===== config.mk =====
export PLATFORM = sky130hd
export DESIGN_NAME = imc_top
export DESIGN_NICKNAME = d
export VERILOG_FILES = /design/src/logic/imc_top.v
export VERILOG_INCLUDE_DIRS = /design/src /design/src/logic
export SDC_FILE = /design/constraint.sdc
export NUM_CORES = 1
export LEC_CHECK = 0
export ABC_AREA = 1
export BUFFER_PORTS_ARGS = -buffer_cell sky130_fd_sc_hd__buf_4
export CORE_AREA = 3 3 209 211
export DETAILED_ROUTE_END_ITERATION = 12
export DIE_AREA = 0 0 212 214
export PLACE_DENSITY_LB_ADDON = 0.1
export SLEW_MARGIN = 20
export SYNTH_ARGS = -nofsm -noshare
export SYNTH_HDL_FRONTEND = slang
export SYNTH_SLANG_ARGS = --single-unit

===== constraint.sdc =====
create_clock -name clk_i -period 5.6 [get_ports clk_i]
set_input_delay 0.28 -clock clk_i [delete_from_list [all_inputs] [get_ports clk_i]]
set_output_delay 0.28 -clock clk_i [all_outputs]
set_load 0.01 [all_outputs]

===== src/logic/imc_defs.vh =====
// Constants for the interrupt mask and command register block
`ifndef IMC_DEFS_VH
`define IMC_DEFS_VH

`define IMC_ADDR_W          12
`define IMC_DATA_W          32

`define IMC_OFS_CUR_VEC     12'h100
`define IMC_OFS_FAST_VEC    12'h104
`define IMC_OFS_CUR_ID      12'h108
`define IMC_OFS_PENDING     12'h10C
`define IMC_OFS_MASK        12'h110
`define IMC_OFS_LINE_STAT   12'h114
`define IMC_OFS_EN_CMD      12'h120
`define IMC_OFS_DIS_CMD     12'h124
`define IMC_OFS_CLR_CMD     12'h128
`define IMC_OFS_SET_CMD     12'h12C
`define IMC_OFS_EOS_CMD     12'h130
`define IMC_OFS_SPUR_VEC    12'h134
`define IMC_OFS_DEBUG       12'h138
`define IMC_OFS_FF_EN       12'h140
`define IMC_OFS_FF_DIS      12'h144
`define IMC_OFS_FF_STAT     12'h148
`define IMC_OFS_EVT_STAT    12'h150
`define IMC_OFS_EVT_MASK    12'h154

`define IMC_BIT_FAST_LINE   0
`define IMC_BIT_NORM_LINE   1
`define IMC_BIT_GUARD       0
`define IMC_BIT_GATE        1

`define IMC_EVT_W           4
`define IMC_EVT_NORM_RISE   0
`define IMC_EVT_FAST_RISE   1
`define IMC_EVT_EOS         2
`define IMC_EVT_SPUR        3

`define IMC_RST_MASK        32'h00000000
`define IMC_RST_SPUR        32'h00000000
`define IMC_RST_DEBUG       2'h0
`define IMC_FF_IMPL         32'hFFFFFFFE

`endif


===== src/logic/imc_top.v =====
// Interrupt mask, pending command, vector readout and core line control
`include "imc_defs.vh"

module imc_top #(
    parameter NSRC = 32
) (
    input  wire                   clk_i,
    input  wire                   nrst_i,
    input  wire                   ce_i,
    input  wire [11:0]            addr_i,
    input  wire [31:0]            wdata_i,
    input  wire                   wr_i,
    input  wire                   rd_i,
    output wire [31:0]            rdata_o,
    input  wire [31:0]            src_i,
    output wire [4:0]             vec_idx_o,
    input  wire [31:0]            vec_data_i,
    input  wire [31:0]            fast_vec_i,
    output wire                   fast_interrupt_line_n_o,
    output wire                   normal_interrupt_line_n_o,
    output wire                   irq_o
);

    // Source sampling, two stages before any logic
    reg  [31:0] src_meta_q;
    reg  [31:0] src_sync_q;
    reg  [31:0] src_prev_q;

    // Programmable state
    reg  [31:0] mask_q;
    reg  [31:0] pend_q;
    reg  [31:0] ffs_q;
    reg  [31:0] spur_q;
    reg  [1:0]  dbg_q;
    reg         busy_q;
    reg  [4:0]  cur_id_q;
    reg         fast_act_q;
    reg         norm_act_q;
    reg  [`IMC_EVT_W-1:0] evt_q;
    reg  [`IMC_EVT_W-1:0] emask_q;
    reg  [31:0] rdata_q;

    reg  [31:0] mask_d;
    reg  [31:0] pend_d;
    reg  [31:0] ffs_d;
    reg  [1:0]  dbg_d;
    reg         busy_d;
    reg  [4:0]  cur_id_d;
    reg  [`IMC_EVT_W-1:0] evt_d;
    reg  [`IMC_EVT_W-1:0] evt_set;
    reg  [31:0] rdata_d;

    // Lowest numbered normal source wins; bit 5 flags a hit
    function [5:0] imc_first;
        input [31:0] v;
        integer k;
        begin
            imc_first = 6'h00;
            for (k = 31; k >= 1; k = k - 1)
            begin
                if (v[k])
                begin
                    imc_first = {1'b1, k[4:0]};
                end
            end
        end
    endfunction

    // Strobe decoding
    wire wr_en    = wr_i && (addr_i == `IMC_OFS_EN_CMD);
    wire wr_dis   = wr_i && (addr_i == `IMC_OFS_DIS_CMD);
    wire wr_clr   = wr_i && (addr_i == `IMC_OFS_CLR_CMD);
    wire wr_set   = wr_i && (addr_i == `IMC_OFS_SET_CMD);
    wire wr_eos   = wr_i && (addr_i == `IMC_OFS_EOS_CMD);
    wire wr_spur  = wr_i && (addr_i == `IMC_OFS_SPUR_VEC);
    wire wr_dbg   = wr_i && (addr_i == `IMC_OFS_DEBUG);
    wire wr_ffe   = wr_i && (addr_i == `IMC_OFS_FF_EN);
    wire wr_ffd   = wr_i && (addr_i == `IMC_OFS_FF_DIS);
    wire wr_evt   = wr_i && (addr_i == `IMC_OFS_EVT_STAT);
    wire wr_emask = wr_i && (addr_i == `IMC_OFS_EVT_MASK);
    wire rd_cvec  = rd_i && (addr_i == `IMC_OFS_CUR_VEC);
    wire wr_cvec  = wr_i && (addr_i == `IMC_OFS_CUR_VEC);
    wire rd_fvec  = rd_i && (addr_i == `IMC_OFS_FAST_VEC);

    wire guard = dbg_q[`IMC_BIT_GUARD];
    wire gate  = dbg_q[`IMC_BIT_GATE];

    // Acknowledge by read, or by write while guarded
    wire ack_cvec = guard ? wr_cvec : rd_cvec;

    // New source edges set pending
    wire [31:0] src_edge = src_sync_q & ~src_prev_q;

    // Normal candidates exclude forced sources and the fast source
    wire [31:0] norm_cand = pend_q & mask_q & ~ffs_q & 32'hFFFFFFFE;
    wire [31:0] fast_cand = pend_q & mask_q & (ffs_q | 32'h00000001);
    wire [5:0]  pick      = imc_first(norm_cand);
    wire        norm_hit  = pick[5];
    wire        fast_hit  = |fast_cand;

    // Vector table lookup index
    assign vec_idx_o = busy_q ? cur_id_q : pick[4:0];

    // Line requests after the general gate
    wire fast_req = fast_hit && !gate;
    wire norm_req = norm_hit && !busy_q && !gate;

    always @*
    begin
        mask_d = mask_q;
        if (wr_en)
        begin
            mask_d = mask_d | wdata_i;
        end
        if (wr_dis)
        begin
            mask_d = mask_d & ~wdata_i;
        end
    end

    always @*
    begin
        ffs_d = ffs_q;
        if (wr_ffe)
        begin
            ffs_d = ffs_d | (wdata_i & `IMC_FF_IMPL);
        end
        if (wr_ffd)
        begin
            ffs_d = ffs_d & ~(wdata_i & `IMC_FF_IMPL);
        end
    end

    always @*
    begin
        pend_d = pend_q;
        if (wr_clr)
        begin
            pend_d = pend_d & ~wdata_i;
        end
        if (ack_cvec && norm_hit && !busy_q)
        begin
            pend_d[pick[4:0]] = 1'b0;
        end
        if (rd_fvec)
        begin
            pend_d = pend_d & ~fast_cand;
        end
        // Set wins over any clear in the same cycle
        pend_d = pend_d | src_edge;
        if (wr_set)
        begin
            pend_d = pend_d | wdata_i;
        end
    end

    always @*
    begin
        busy_d   = busy_q;
        cur_id_d = cur_id_q;
        if (wr_eos)
        begin
            busy_d = 1'b0;
        end
        if (ack_cvec && norm_hit && !busy_q)
        begin
            busy_d   = 1'b1;
            cur_id_d = pick[4:0];
        end
    end

    always @*
    begin
        dbg_d = dbg_q;
        if (wr_dbg)
        begin
            dbg_d = wdata_i[1:0];
        end
    end

    always @*
    begin
        evt_set = {`IMC_EVT_W{1'b0}};
        evt_set[`IMC_EVT_NORM_RISE] = norm_req && !norm_act_q;
        evt_set[`IMC_EVT_FAST_RISE] = fast_req && !fast_act_q;
        evt_set[`IMC_EVT_EOS]       = wr_eos;
        evt_set[`IMC_EVT_SPUR]      = (ack_cvec && !(norm_hit && !busy_q) && !busy_q)
                                    || (rd_fvec && !fast_hit);
        evt_d = evt_q;
        if (wr_evt)
        begin
            evt_d = evt_d & ~wdata_i[`IMC_EVT_W-1:0];
        end
        evt_d = evt_d | evt_set;
    end

    // Read mux, unmapped reads give zero
    always @*
    begin
        rdata_d = 32'h00000000;
        if (!rd_i)
        begin
            rdata_d = 32'h00000000;
        end
        else if (addr_i == `IMC_OFS_CUR_VEC)
        begin
            if (busy_q || norm_hit)
            begin
                rdata_d = vec_data_i;
            end
            else
            begin
                rdata_d = spur_q;
            end
        end
        else if (addr_i == `IMC_OFS_FAST_VEC)
        begin
            rdata_d = fast_hit ? fast_vec_i : spur_q;
        end
        else if (addr_i == `IMC_OFS_CUR_ID)
        begin
            rdata_d = {27'h0000000, cur_id_q};
        end
        else if (addr_i == `IMC_OFS_PENDING)
        begin
            rdata_d = pend_q;
        end
        else if (addr_i == `IMC_OFS_MASK)
        begin
            rdata_d = mask_q;
        end
        else if (addr_i == `IMC_OFS_LINE_STAT)
        begin
            rdata_d = {30'h00000000, norm_act_q, fast_act_q};
        end
        else if (addr_i == `IMC_OFS_SPUR_VEC)
        begin
            rdata_d = spur_q;
        end
        else if (addr_i == `IMC_OFS_DEBUG)
        begin
            rdata_d = {30'h00000000, dbg_q};
        end
        else if (addr_i == `IMC_OFS_FF_STAT)
        begin
            rdata_d = ffs_q;
        end
        else if (addr_i == `IMC_OFS_EVT_STAT)
        begin
            rdata_d = {28'h0000000, evt_q};
        end
        else if (addr_i == `IMC_OFS_EVT_MASK)
        begin
            rdata_d = {28'h0000000, emask_q};
        end
        else
        begin
            rdata_d = 32'h00000000;
        end
    end

    always @(posedge clk_i or negedge nrst_i)
    begin
        if (!nrst_i)
        begin
            src_meta_q <= 32'h00000000;
            src_sync_q <= 32'h00000000;
            src_prev_q <= 32'h00000000;
            mask_q     <= `IMC_RST_MASK;
            pend_q     <= 32'h00000000;
            ffs_q      <= 32'h00000000;
            spur_q     <= `IMC_RST_SPUR;
            dbg_q      <= `IMC_RST_DEBUG;
            busy_q     <= 1'b0;
            cur_id_q   <= 5'h00;
            fast_act_q <= 1'b0;
            norm_act_q <= 1'b0;
            evt_q      <= {`IMC_EVT_W{1'b0}};
            emask_q    <= {`IMC_EVT_W{1'b0}};
            rdata_q    <= 32'h00000000;
        end
        else if (ce_i)
        begin
            src_meta_q <= src_i;
            src_sync_q <= src_meta_q;
            src_prev_q <= src_sync_q;
            mask_q     <= mask_d;
            pend_q     <= pend_d;
            ffs_q      <= ffs_d;
            if (wr_spur)
            begin
                spur_q <= wdata_i;
            end
            dbg_q      <= dbg_d;
            busy_q     <= busy_d;
            cur_id_q   <= cur_id_d;
            fast_act_q <= fast_req;
            norm_act_q <= norm_req;
            evt_q      <= evt_d;
            if (wr_emask)
            begin
                emask_q <= wdata_i[`IMC_EVT_W-1:0];
            end
            rdata_q    <= rdata_d;
        end
    end

    assign rdata_o                   = rdata_q;
    assign fast_interrupt_line_n_o   = ~fast_act_q;
    assign normal_interrupt_line_n_o = ~norm_act_q;
    assign irq_o                     = |(evt_q & emask_q);

endmodule


# Word-level counts from Yosys, hierarchy flattened
# Cells that the tools add are included.
# word_totals
regBits	274
word_cells	161
# op_classes
reduce_logical	41
order_cmp	2
n_mux	60
bitwise	25
n_eq_ne	18
# op_table
op	n
$mux 32	20
$and 32x32->32	9
$eq 12x9->1 const B	18
$not 32->32	6
$mux 6	31
$or 32x32->32	4
$reduce_or 32->1	1
$logic_and 1x1->1	25
$mux 4	3
$reduce_and 2->1	5
$and 4x4->4	2
$logic_not 1->1	6
$lt 5x6->1 const B	1
$demux 1 s5	1
$ge 5x1->1 const B	1
$mux 5	1
$mux 1	4
$not 4->4	1
$or 4x4->4	1
$reduce_or 4->1	1
$logic_or 1x1->1	2
$not 1->1	2
$reduce_bool 2->1	1

# Longest topological paths before layout
# Gate-level depths: netlist of the first run.
# depth
word_depth	45
ltp_mapped	36
mapped_depth_nobuf	35

# Least setup slack after synthesis of the first run
# Ideal clock, no wire load.
# synth_path
kind	flip-flop to output port
from	reg pend_q[31]
to	out vec_idx_o[0]
setup_slack_ps	3094
path_buffers	1
arrival_time_ps	2226
path_stages_with_launch	34
cell_sequence	dfrtp_1 > nand2_1 > nor2_1 > nand2_1 > nand2_1 > nand2_1 > nand2_1 > nand2_1 > nand2_1 > nand2_1 > nand2_1 > nand2_1 > nand2_1 > nand2_1 > nand2_1 > nand2_1 > nand2_1 > nand2_1 > nand2_1 > nand2_1 > nand2_1 > nand2_1 > nand2_1 > nand2_1 > nand2_1 > nand2_1 > nand2_1 > nand2_1 > nand2_1 > nand2_1 > nand2_1 > nand2_4 > buf_2 > a31oi_1
# synth_between
elab_chain_len	34
# synth_rtl
item	line	rtl
from (decl)	imc_top.v:31	reg [31:0] pend_q;
from (signal assigned)	imc_top.v:288	pend_q <= pend_d;
$and 32x32->32 (2 in a row)	imc_top.v:95	wire [31:0] norm_cand = pend_q & mask_q & ~ffs_q & 32'hFFFFFFFE;
$mux 6 (31 in a row)	imc_top.v:61	if (v[k])
$mux 5	imc_top.v:102	assign vec_idx_o = busy_q ? cur_id_q : pick[4:0];
to (decl)	imc_top.v:16	output wire [4:0] vec_idx_o,
# No other way between the ends.

# Worst setup path after layout of the first run
# layout_path
from	reg pend_q[18]
to	reg rdata_q[28], in the netlist rdata_o[28]
# layout_between
elab_chain_len	24
word_cells_on_any_way	28
classes_between	mux: 23; bitwise: 3; reduce/logical: 2
# layout_rtl
item	line	rtl
$and 32x32->32 (*)	imc_top.v:95, imc_top.v:96	
$and 32x32->32	imc_top.v:95	
$mux 6 (18 in a row)	imc_top.v:61	
$logic_or 1x1->1	imc_top.v:207	if (busy_q || norm_hit)
$mux 32	imc_top.v:207	
$mux 32 (*)	imc_top.v:205	else if (addr_i == `IMC_OFS_CUR_VEC)
$mux 32 (*)	imc_top.v:201	if (!rd_i)
to (signal assigned)	imc_top.v:304	rdata_q <= rdata_d;
to (decl)	imc_top.v:41	reg [31:0] rdata_q;
# Every way passes the cells marked *; elsewhere a longest branch is shown, timed or not.
# A chain may end at the register's enable or synchronous reset.

==> run_results.csv, run 1 <==
group,metric,value,unit
worst_setup_path,path_depth,11,
clock_network,numCtsBuffers,36,
routing,drt_iter0_markers,1293,
floorplanning,die_area,45370,µm²
routing,wire_per_inst,20.86,µm
synth,synth_area_per_cell,7.513,µm²
sta,fin_skew,0.01276,ns
worst_setup_path,slowest_delay,0.75,ns
floorplanning,die_y,214,µm
global_route,grt.overflow.total,0,
worst_setup_path,path_class,"reg -> reg",
place,dp_cells,2650,
sta,slew_headroom,22.83,%
routing,routed_via_density,5.422,
worst_setup_path,critPathTopFamily,"simple AND/OR/NAND/NOR gates",
layout,postLayoutCellArea,18380,µm²
sta,fin_tns_setup,0,ns
layout,final-seq-area,6832,µm²
routing,routed-via-count,14850,
worst_setup_path,path_max_fanout,57,
synth,yosysSeqAreaShare,45.21,%
clock_network,cts_buffer_depth,3,
synth,synth_top_flop_cell,"dfrtp_1",
floorplanning,die_x,212,µm
synth,synthTopCellsByArea,"dfrtp_1 45%, nand2_1 13%, inv_1 7.6%",
sta,rsz0062_at_grt,"false",
worst_setup_path,cp_slowest_cell,"clkinv_2",
worst_hold_path,hp-class,"in -> reg",
place,post-dp-hpwl,37.69,mm
synth,synth_top_area_share,45.21,%
worst_setup_path,crit_buf_inv,2,
synth,yosys_warnings,0,
sta,final.period_utilization,68.81,%
place,placed_cell_area,16960,µm²
synth,yosys.area.top_type,"dfrtp_1",
worst_setup_path,crit_required,6.02,ns
pwr,p_leak,8.612,nW
place,port_buffers,184,
routing,drc_errors,0,
synth,synth-async-reset-ratio,100.0,%
synth,synth-seq-cells,273,
worst_setup_path,crit_path_start_kind,"flip-flop",
worst_setup_path,r2r_cells,11,
synth,yosysMostFrequentCell,"nand2_1",
floorplanning,core,41950,µm²
clock_network,cts_max_level,2,
routing,wl,57.12,mm
worst_hold_path,holdPathStages,3,
layout,synthToLayoutAreaGrowth,21.66,%
layout,final_cells,2739,
routing,drtAntennaViolNets,0,
global_route,grt_pass1_vias,14540,
sta,maxSlewViolCount,0,
layout,n_antenna_cell,0,
global_route,grt_max_degree,107,
synth,synthesis.nets,2156,
global_route,track_usage,24.97,%
synth,synth.distinct_cells,42,
worst_setup_path,worstPathCellList,"inv_1 -> nor3_1 -> nor4_1 -> nand2_1 -> nor4_1 -> nand2_1 -> clkinv_2 -> nand2_1 -> o211ai_1 -> o311ai_1 -> a32o_1",
status,run_status,"finished clean",
synth,syn_inst,2011,
place,gp_congestion,0.9282,
sta,min_period,3.854,ns
layout,multi_input_area,6579,µm²
layout,final.fill_count,4268,
synth,synth_area,15110,µm²
clock_network,clkTransAtPathRegs,0.06,ns
synth,synth_edf_count,0,
clock_network,cts_root_buf,"clkbuf_16",
layout,nets,2322,
clock_network,clkLatencyLatePin,0.54,ns
worst_setup_path,path_common_cell,"nand2_1",
global_route,grt_pass1_wl,87.91,mm
sta,setup_viol,0,
global_route,antenna_found_initial,0,
sta,tightest_slew,1.150,ns
job,drv_cap,0,
clock_network,cts_tree,"done",
floorplanning,io_pins,185,
sta,final-hold-violation-count,0,
sta,max_freq,0.2595,GHz
worst_setup_path,endpoint_kind,"flip-flop",
clock_network,clkSinkCount,273,
floorplanning,rows,75,
pwr,cellPowerDensity,257.3,nW/µm²
floorplanning,start_util,36.02,%
routing,dr.pass1.iters,6,
synth,yosys-top-cells-count,"525 x nand2_1, 304 x inv_1, 273 x dfrtp_1",
sta,hold_ws,0.03528,ns
layout,drive_gt1_share,14.45,%
pwr,vdd_ir_drop_max,143.1,µV
worst_setup_path,arrival,4.27,ns
## path summary, 6_finish.rpt
| check | start | slack (ns) | to |
|---|---|---|---|
| worst max-delay path | pend_q[18] | 1.75 | rdata_o[28] |
| worst min-delay path | src_i[10] | 0.04 | src_meta_q[10] |
| worst max register to register | pend_q[18] | 1.75 | rdata_o[28] |
| worst min register to register | src_meta_q[14] | 0.47 | src_meta_q[14] |
| max in group asynchronous | nrst_i | 3.85 | dbg_q[0] |
| min in group asynchronous | nrst_i | 0.35 | src_sync_q[8] |
## cell usage in the layout (no fill, tap or decap), drive strengths merged, types with 28 or more instances in the layout
cell type / n
a211oi: 28
dfrtp: 273
o21ai: 204
o221ai: 34
nor2: 116
nand3: 36
buf: 205
dlygate4sd3: 28
clkbuf: 54
nor3: 64
inv: 344
nand2: 527
a32o: 31
a21oi: 51
o211ai: 55
## cell families (layout without fill, tap and decap cells)
kind of cell / Yosys count / after routing / synth area share [%]
buf+inv: 454 / 643 / 11.39
compound gates: 502 / 502 / 22.19
flops: 273 / 273 / 45.21
mux: 1 / 1 / 0.07452
simple gates: 781 / 781 / 21.13
## worst reg2reg max path, cell delays in order, from the launching register on
cell and delay [ns]:
dfrtp_1 0.39, inv_1 0.10, nor3_1 0.06, nor4_1 0.42, nand2_1 0.14, nor4_1 0.67
nand2_1 0.43, clkinv_2 0.75, nand2_1 0.15, o211ai_1 0.12, o311ai_1 0.20, a32o_1 0.29
## metal layers
layer,track usage (%),up-vias,share of wire (%)
li1,-,7063,-
met1,35.81,7169,46
met2,39.26,508,45
met3,3.398,110,6.2
met4,7.569,0,2.8
met5,0,-,0
## where the power goes
part	switching [W]	total, W	internal [W]	leakage (nW)
combinational	0.000234	0.000375	0.000141	4.86
sequential	0.0000379	0.00209	0.00205	3.19
clock	0.000893	0.00226	0.00137	0.560
## through the flow
| stage | total power, W | util, % | setup slack [ns] |
|---|---|---|---|
| after global routing | 0.004922 | 43.82 | 1.527 |
| after floorplan | 0.002265 | - | 3.094 |
| after CTS | 0.004789 | 43.82 | 1.648 |
| after global placement | 0.002484 | 40.42 | 1.699 |
| after detailed placement | 0.002488 | 40.42 | 1.671 |
| final | 0.004729 | 43.82 | 1.746 |
## final cells by class
type	count	area share, %
Sequential cell	273	37.16
Clock inverter	7	0.3539
Tap cell	539	3.669
Clock buffer	54	5.874
Timing Repair Buffer	233	10.01
Inverter	349	7.147
Multi-Input combinational cell	1284	35.79
## repair_timing
item                                   CTS  global route
gates resized for setup                  0             0
setup buffers                            0             0
hold buffers                            28             0
endpoints found under the hold margin  131             0
Note: power is estimated with default switching activity, not from simulation.
==> inputs of run 2 (changes only) <==
--- a/config.mk
+++ b/config.mk
@@ -6,11 +6,11 @@
 export SDC_FILE = /design/constraint.sdc
 export NUM_CORES = 1
 export LEC_CHECK = 0
-export ABC_AREA = 1
+export ABC_AREA = 0
 export BUFFER_PORTS_ARGS = -buffer_cell sky130_fd_sc_hd__buf_4
-export CORE_AREA = 3 3 209 211
+export CORE_AREA = 3 3 206 208
 export DETAILED_ROUTE_END_ITERATION = 12
-export DIE_AREA = 0 0 212 214
+export DIE_AREA = 0 0 209 211
 export PLACE_DENSITY_LB_ADDON = 0.1
 export SLEW_MARGIN = 20
 export SYNTH_ARGS = -nofsm -noshare
==> constraint.sdc (replaced) <==
create_clock -name clk_i -period 3.7 [get_ports clk_i]
set_input_delay 0.185 -clock clk_i [delete_from_list [all_inputs] [get_ports clk_i]]
set_output_delay 0.185 -clock clk_i [all_outputs]
set_load 0.01 [all_outputs]
==> run_results.csv, run 2 <==
group,metric,value,unit
routing,drc_errors,0,
status,run_status,"finished clean",
sta,final.period_utilization,90.45,%
sta,min_period,3.347,ns
routing,drtAntennaViolNets,0,
place,gp_congestion,0.8483,
clock_network,clkTransAtPathRegs,0.06,ns
synth,yosys-top-cells-count,"273 x dfrtp_1, 112 x nand2_1, 106 x mux2_2",
worst_setup_path,slowest_delay,0.51,ns
layout,nets,1802,
clock_network,clkSinkCount,273,
synth,syn_inst,1436,
worst_setup_path,path_class,"reg -> out",
sta,max_freq,0.2988,GHz
pwr,p_leak,8.043,nW
synth,yosys.area.top_type,"dfrtp_1",
worst_setup_path,crit_required,3.51,ns
sta,final-hold-violation-count,0,
floorplanning,start_util,35.78,%
routing,routed-via-count,13090,
worst_setup_path,path_max_fanout,8,
routing,routed_via_density,5.917,
worst_setup_path,crit_path_start_kind,"flip-flop",
routing,dr.pass1.iters,5,
clock_network,cts_resized,0,
synth,synthesis.nets,1581,
layout,drive_gt1_share,24.17,%
sta,maxSlewViolCount,0,
global_route,grt_pass1_vias,12770,
worst_setup_path,arrival,3.16,ns
routing,wire_per_inst,24.03,µm
synth,synth_area_per_cell,10.15,µm²
clock_network,cts_max_level,2,
worst_setup_path,r2r-start,"pend_q[29]",
worst_setup_path,worstPathCellList,"and3b_1 -> or3_1 -> or2_2 -> or3_1 -> o21ai_0 -> buf_4",
pwr,vdd_ir_drop_max,315.6,µV
global_route,grt_pass1_wl,81.00,mm
place,place_ws,0.5873,ns
worst_setup_path,endpoint_kind,"output pin",
global_route,grt_max_degree,109,
global_route,track_usage,23.55,%
synth,synthTopCellsByArea,"dfrtp_1 47%, mux2_2 8.2%, a31oi_1 4.3%",
synth,synth-seq-cells,273,
place,port_buffers,184,
sta,fin_skew,0.02527,ns
layout,final_cells,2212,
clock_network,clkLatencyLatePin,0.54,ns
sta,slew_headroom,28.05,%
synth,yosysSeqAreaShare,46.86,%
clock_network,numCtsBuffers,35,
layout,final_cell_mix,"273 x dfrtp_1, 216 x buf_4, 112 x nand2_1",
place,dp_cells,2085,
pwr,cellPowerDensity,410.6,nW/µm²
global_route,grt.overflow.total,0,
place,post-dp-hpwl,34.83,mm
synth,yosys_warnings,0,
layout,final_common_cell,"dfrtp_1",
sta,tightest_slew,1.064,ns
floorplanning,io_pins,185,
synth,synth-async-reset-ratio,100.0,%
clock_network,cts_tree,"done",
floorplanning,rows,74,
worst_setup_path,crit_buf_inv,1,
clock_network,cts_root_buf,"clkbuf_16",
floorplanning,die_area,44100,µm²
routing,drt_iter0_markers,1196,
sta,setup_viol,0,
sta,rsz0062_at_grt,"false",
floorplanning,die_x,209,µm
job,drv_cap,0,
sta,worst_slack,0.3534,ns
synth,synth_top_area_share,46.86,%
worst_setup_path,critPathTopFamily,"simple AND/OR/NAND/NOR gates",
routing,wl,53.16,mm
clock_network,cts_buffer_depth,3,
floorplanning,core,40740,µm²
layout,synthToLayoutAreaGrowth,26.23,%
floorplanning,die_y,211,µm
synth,synth_area,14580,µm²
synth,synth.distinct_cells,69,
worst_setup_path,path_common_cell,"or3_1",
worst_hold_path,min-delay-start,"vec_data_i[10]",
layout,n_antenna_cell,0,
global_route,antenna_found_initial,0,
synth,synth_edf_count,0,
synth,synth_top_flop_cell,"dfrtp_1",
worst_hold_path,hp-class,"in -> reg",
sta,fin_tns_setup,0,ns
synth,yosysMostFrequentCell,"dfrtp_1",
worst_setup_path,cp_slowest_cell,"or3_1",
## run 2: path summary, 6_finish.rpt
path	slack [ns]	cells past startpoint	end
max	0.35	6	vec_idx_o[4]
max reg2reg	0.54	8	rdata_o[20]
min in group asynchronous	0.28	2	evt_q[1]
min reg2reg	0.48	2	src_sync_q[7]
max in group asynchronous	2.35	3	src_prev_q[22]
min	0.07	4	rdata_o[10]
## run 2: final cells by class
class	instances	area (µm²)
clock inverters	9	100.1
repair buffers	289	2401
well taps	532	665.6
flip-flops and latches	273	6832
fillers	4002	22340
inverters	43	161.4
multi-input cells	1015	7173
clock buffers	51	1069
## run 2: cell families (layout without fill, tap and decap cells)
logic type | after synthesis | after routing | share of synthesized area, %
flops | 273 | 273 | 46.86
compound gates | 530 | 530 | 25.02
buf+inv | 148 | 392 | 4.068
simple gates | 316 | 316 | 11.53
mux | 169 | 169 | 12.52
## run 2: stage by stage
stage	hold WS [ns]	total power, W	cell area [µm²]	util, %
2_1_floorplan	-0.1106	0.003653	14580	-
3_3_place_gp	0.3065	0.004072	16560	40.65
3_5_place_dp	0.3053	0.004089	16560	40.65
4_1_cts	0.04867	0.007637	18400	45.17
5_1_grt	0.08441	0.007835	18400	45.17
6_report	0.06687	0.007556	18400	45.17
## run 2: routing by layer
| metal | global-route usage, % | wire, µm | up-vias |
|---|---|---|---|
| met3 | 3.045 | 3163 | 65 |
| met1 | 34.37 | 24650 | 6544 |
| met4 | 5.935 | 962 | 0 |
| li1 | - | - | 5999 |
| met5 | 0 | 0 | - |
| met2 | 37.32 | 24380 | 480 |
## run 2: worst min-delay path: stages
cell     delay [ns]
buf_4          0.08
mux2i_1        0.05
nor2_1         0.08
o221a_1        0.17
## run 2: timing repair
action                                 4_1_cts  5_1_grt
hold buffers                                67        0
endpoints found under the hold margin      231        0
buffers inserted                             0        0
## run 2: power by group
group,total [W],switching [W],internal [W]
registers,0.00325,0.0000923,0.00315
clock network,0.00347,0.00134,0.00213
logic,0.000841,0.000449,0.000391
total,0.00756,0.00188,0.00568
==> inputs of run 3 (changes only) <==
--- a/config.mk
+++ b/config.mk
@@ -9,6 +9,7 @@
 export ABC_AREA = 0
 export BUFFER_PORTS_ARGS = -buffer_cell sky130_fd_sc_hd__buf_4
 export CORE_AREA = 3 3 206 208
+export CTS_BUF_LIST = sky130_fd_sc_hd__clkbuf_8
 export DETAILED_ROUTE_END_ITERATION = 12
 export DIE_AREA = 0 0 209 211
 export PLACE_DENSITY_LB_ADDON = 0.1
==> run_results.csv, run 3 (synthesis results as in run 2) <==
group,metric,value,unit
global_route,grt_pass1_vias,13030,
worst_setup_path,crit_path_start,"pend_q[29]",
global_route,antenna_found_initial,1,
sta,min_period,3.572,ns
pwr,p_leak,8.215,nW
global_route,grt_busiest_layer,"met2",
worst_setup_path,crit_path_start_kind,"flip-flop",
job,drv_cap,0,
sta,slew_headroom,29.71,%
layout,drive_gt1_share,24.34,%
routing,drt_iter0_markers,1145,
sta,rsz0062_at_grt,"false",
layout,final_common_cell,"dfrtp_1",
global_route,met1_usage,34.11,%
global_route,grt_util_met3,3.654,%
place,port_buffers,184,
floorplanning,core,40740,µm²
worst_setup_path,worstReg2RegEnd,"rdata_o[4]",
routing,routed_via_density,5.873,
sta,final-hold-violation-count,0,
worst_setup_path,r2r_cells,9,
layout,synthToLayoutAreaGrowth,27.65,%
routing,dr.pass1.iters,6,
routing,drc_errors,0,
place,placed_cell_area,16560,µm²
layout,nets,1850,
layout,final_cell_mix,"273 x dfrtp_1, 216 x buf_4, 112 x nand2_1",
routing,routed-via-count,13360,
global_route,grt_pass1_wl,81.71,mm
layout,postLayoutCellArea,18610,µm²
clock_network,numCtsBuffers,50,
clock_network,cts_max_level,2,
sta,tightest_slew,1.040,ns
sta,worst_slack,0.1282,ns
routing,wl,53.59,mm
worst_setup_path,crit_path_end,"rdata_o[4]",
sta,final.period_utilization,96.53,%
global_route,grt_max_degree,109,
worst_hold_path,holdPathStages,4,
floorplanning,die_x,209,µm
global_route,track_usage,23.74,%
sta,fin_tns_setup,0,ns
clock_network,cts_tree,"done",
sta,max_freq,0.2800,GHz
floorplanning,start_util,35.78,%
routing,wire_per_inst,23.57,µm
pwr,vdd_ir_drop_max,244.2,µV
clock_network,cts_root_buf,"clkbuf_8",
worst_setup_path,path_class,"reg -> reg",
clock_network,clkLatencyLatePin,0.63,ns
worst_hold_path,hp-class,"in -> reg",
worst_setup_path,path_max_fanout,34,
place,dp_cells,2085,
global_route,grt.overflow.total,0,
worst_setup_path,endpoint_kind,"flip-flop",
sta,setup_viol,0,
floorplanning,io_pins,185,
worst_setup_path,arrival,4.13,ns
clock_network,clkTransAtPathRegs,0.06,ns
floorplanning,die_area,44100,µm²
worst_setup_path,crit_required,4.26,ns
pwr,cellPowerDensity,383.7,nW/µm²
place,post-dp-hpwl,34.83,mm
place,place_ws,0.5873,ns
floorplanning,rows,74,
routing,drtAntennaViolNets,0,
worst_setup_path,r2r_setup_slack,0.13,ns
worst_setup_path,r2r-start,"pend_q[29]",
sta,fin_skew,0.02923,ns
status,run_status,"finished clean",
clock_network,cts_buffer_depth,3,
clock_network,clkSinkCount,273,
global_route,gr-usage-met2,37.47,%
layout,final_cells,2274,
sta,maxSlewViolCount,0,
floorplanning,die_y,211,µm
layout,n_antenna_cell,0,
place,gp_congestion,0.8483,
run 3: changes by cell type in the layout (fill, tap and decap cells not counted), sizes merged:
cell and delta:
dlygate4sd3 +33, clkbuf +13, clkinvlp -2, inv +18
run 3: area by class of cell:
| type | count | area [µm²] |
|---|---|---|
| inverter | 43 | 161.4 |
| clock buffer | 64 | 880.8 |
| timing repair buffer | 322 | 2731 |
| fill | 4003 | 22130 |
| clock inverter | 25 | 165.2 |
| sequential | 273 | 6832 |
| tap | 532 | 665.6 |
| multi-input combinational | 1015 | 7173 |
run 3: where the power goes:
| group | switching (W) | internal [W] |
|---|---|---|
| registers | 0.0000922 | 0.00315 |
| logic | 0.000456 | 0.000413 |
| clock network | 0.00134 | 0.00169 |
| total | 0.00188 | 0.00526 |
run 3: metrics by stage:
step	utilization [%]	total power, W	hold slack [ns]
after floorplan	-	0.003653	-0.1106
after global placement	40.65	0.004072	0.3065
after detailed placement	40.65	0.004089	0.3053
after CTS	45.68	0.007240	0.005043
after global routing	45.68	0.007454	0.04567
final	45.68	0.007141	0.04474
run 3: worst max-delay path, cell delays in order, from the launching register on:
cell and delay (ns):
dfrtp_1 0.42, a32oi_1 0.26, nand3_1 0.19, or4_1 0.55, or4_2 0.54, buf_4 0.38, mux2i_1 0.20, o211ai_1 0.20
a2bb2oi_1 0.19, dlygate4sd3_1 0.57
run 3: how the worst min path moves through the flow:
stage | to | from
floorplan | asynchronous set/reset pin | nrst_i
global placement | emask_q[1] | nrst_i
detailed placement | fast_act_q | nrst_i
CTS | rdata_o[0] | vec_data_i[0]
global route | rdata_o[1] | fast_vec_i[1]
finish | rdata_o[1] | fast_vec_i[1]
run 3: timing repair:
action	CTS	global route
endpoints found under the hold margin	299	0
gates resized for setup	0	0
setup buffers	0	0
hold buffers	100	0
endpoints found under the setup margin	0	0
run 3: metal layers:
metal | routed length (µm) | part of all wire [%]
met1 | 24520 | 46
met2 | 24480 | 46
met3 | 3516 | 6.6
met4 | 1075 | 2.0
met5 | 0 | 0
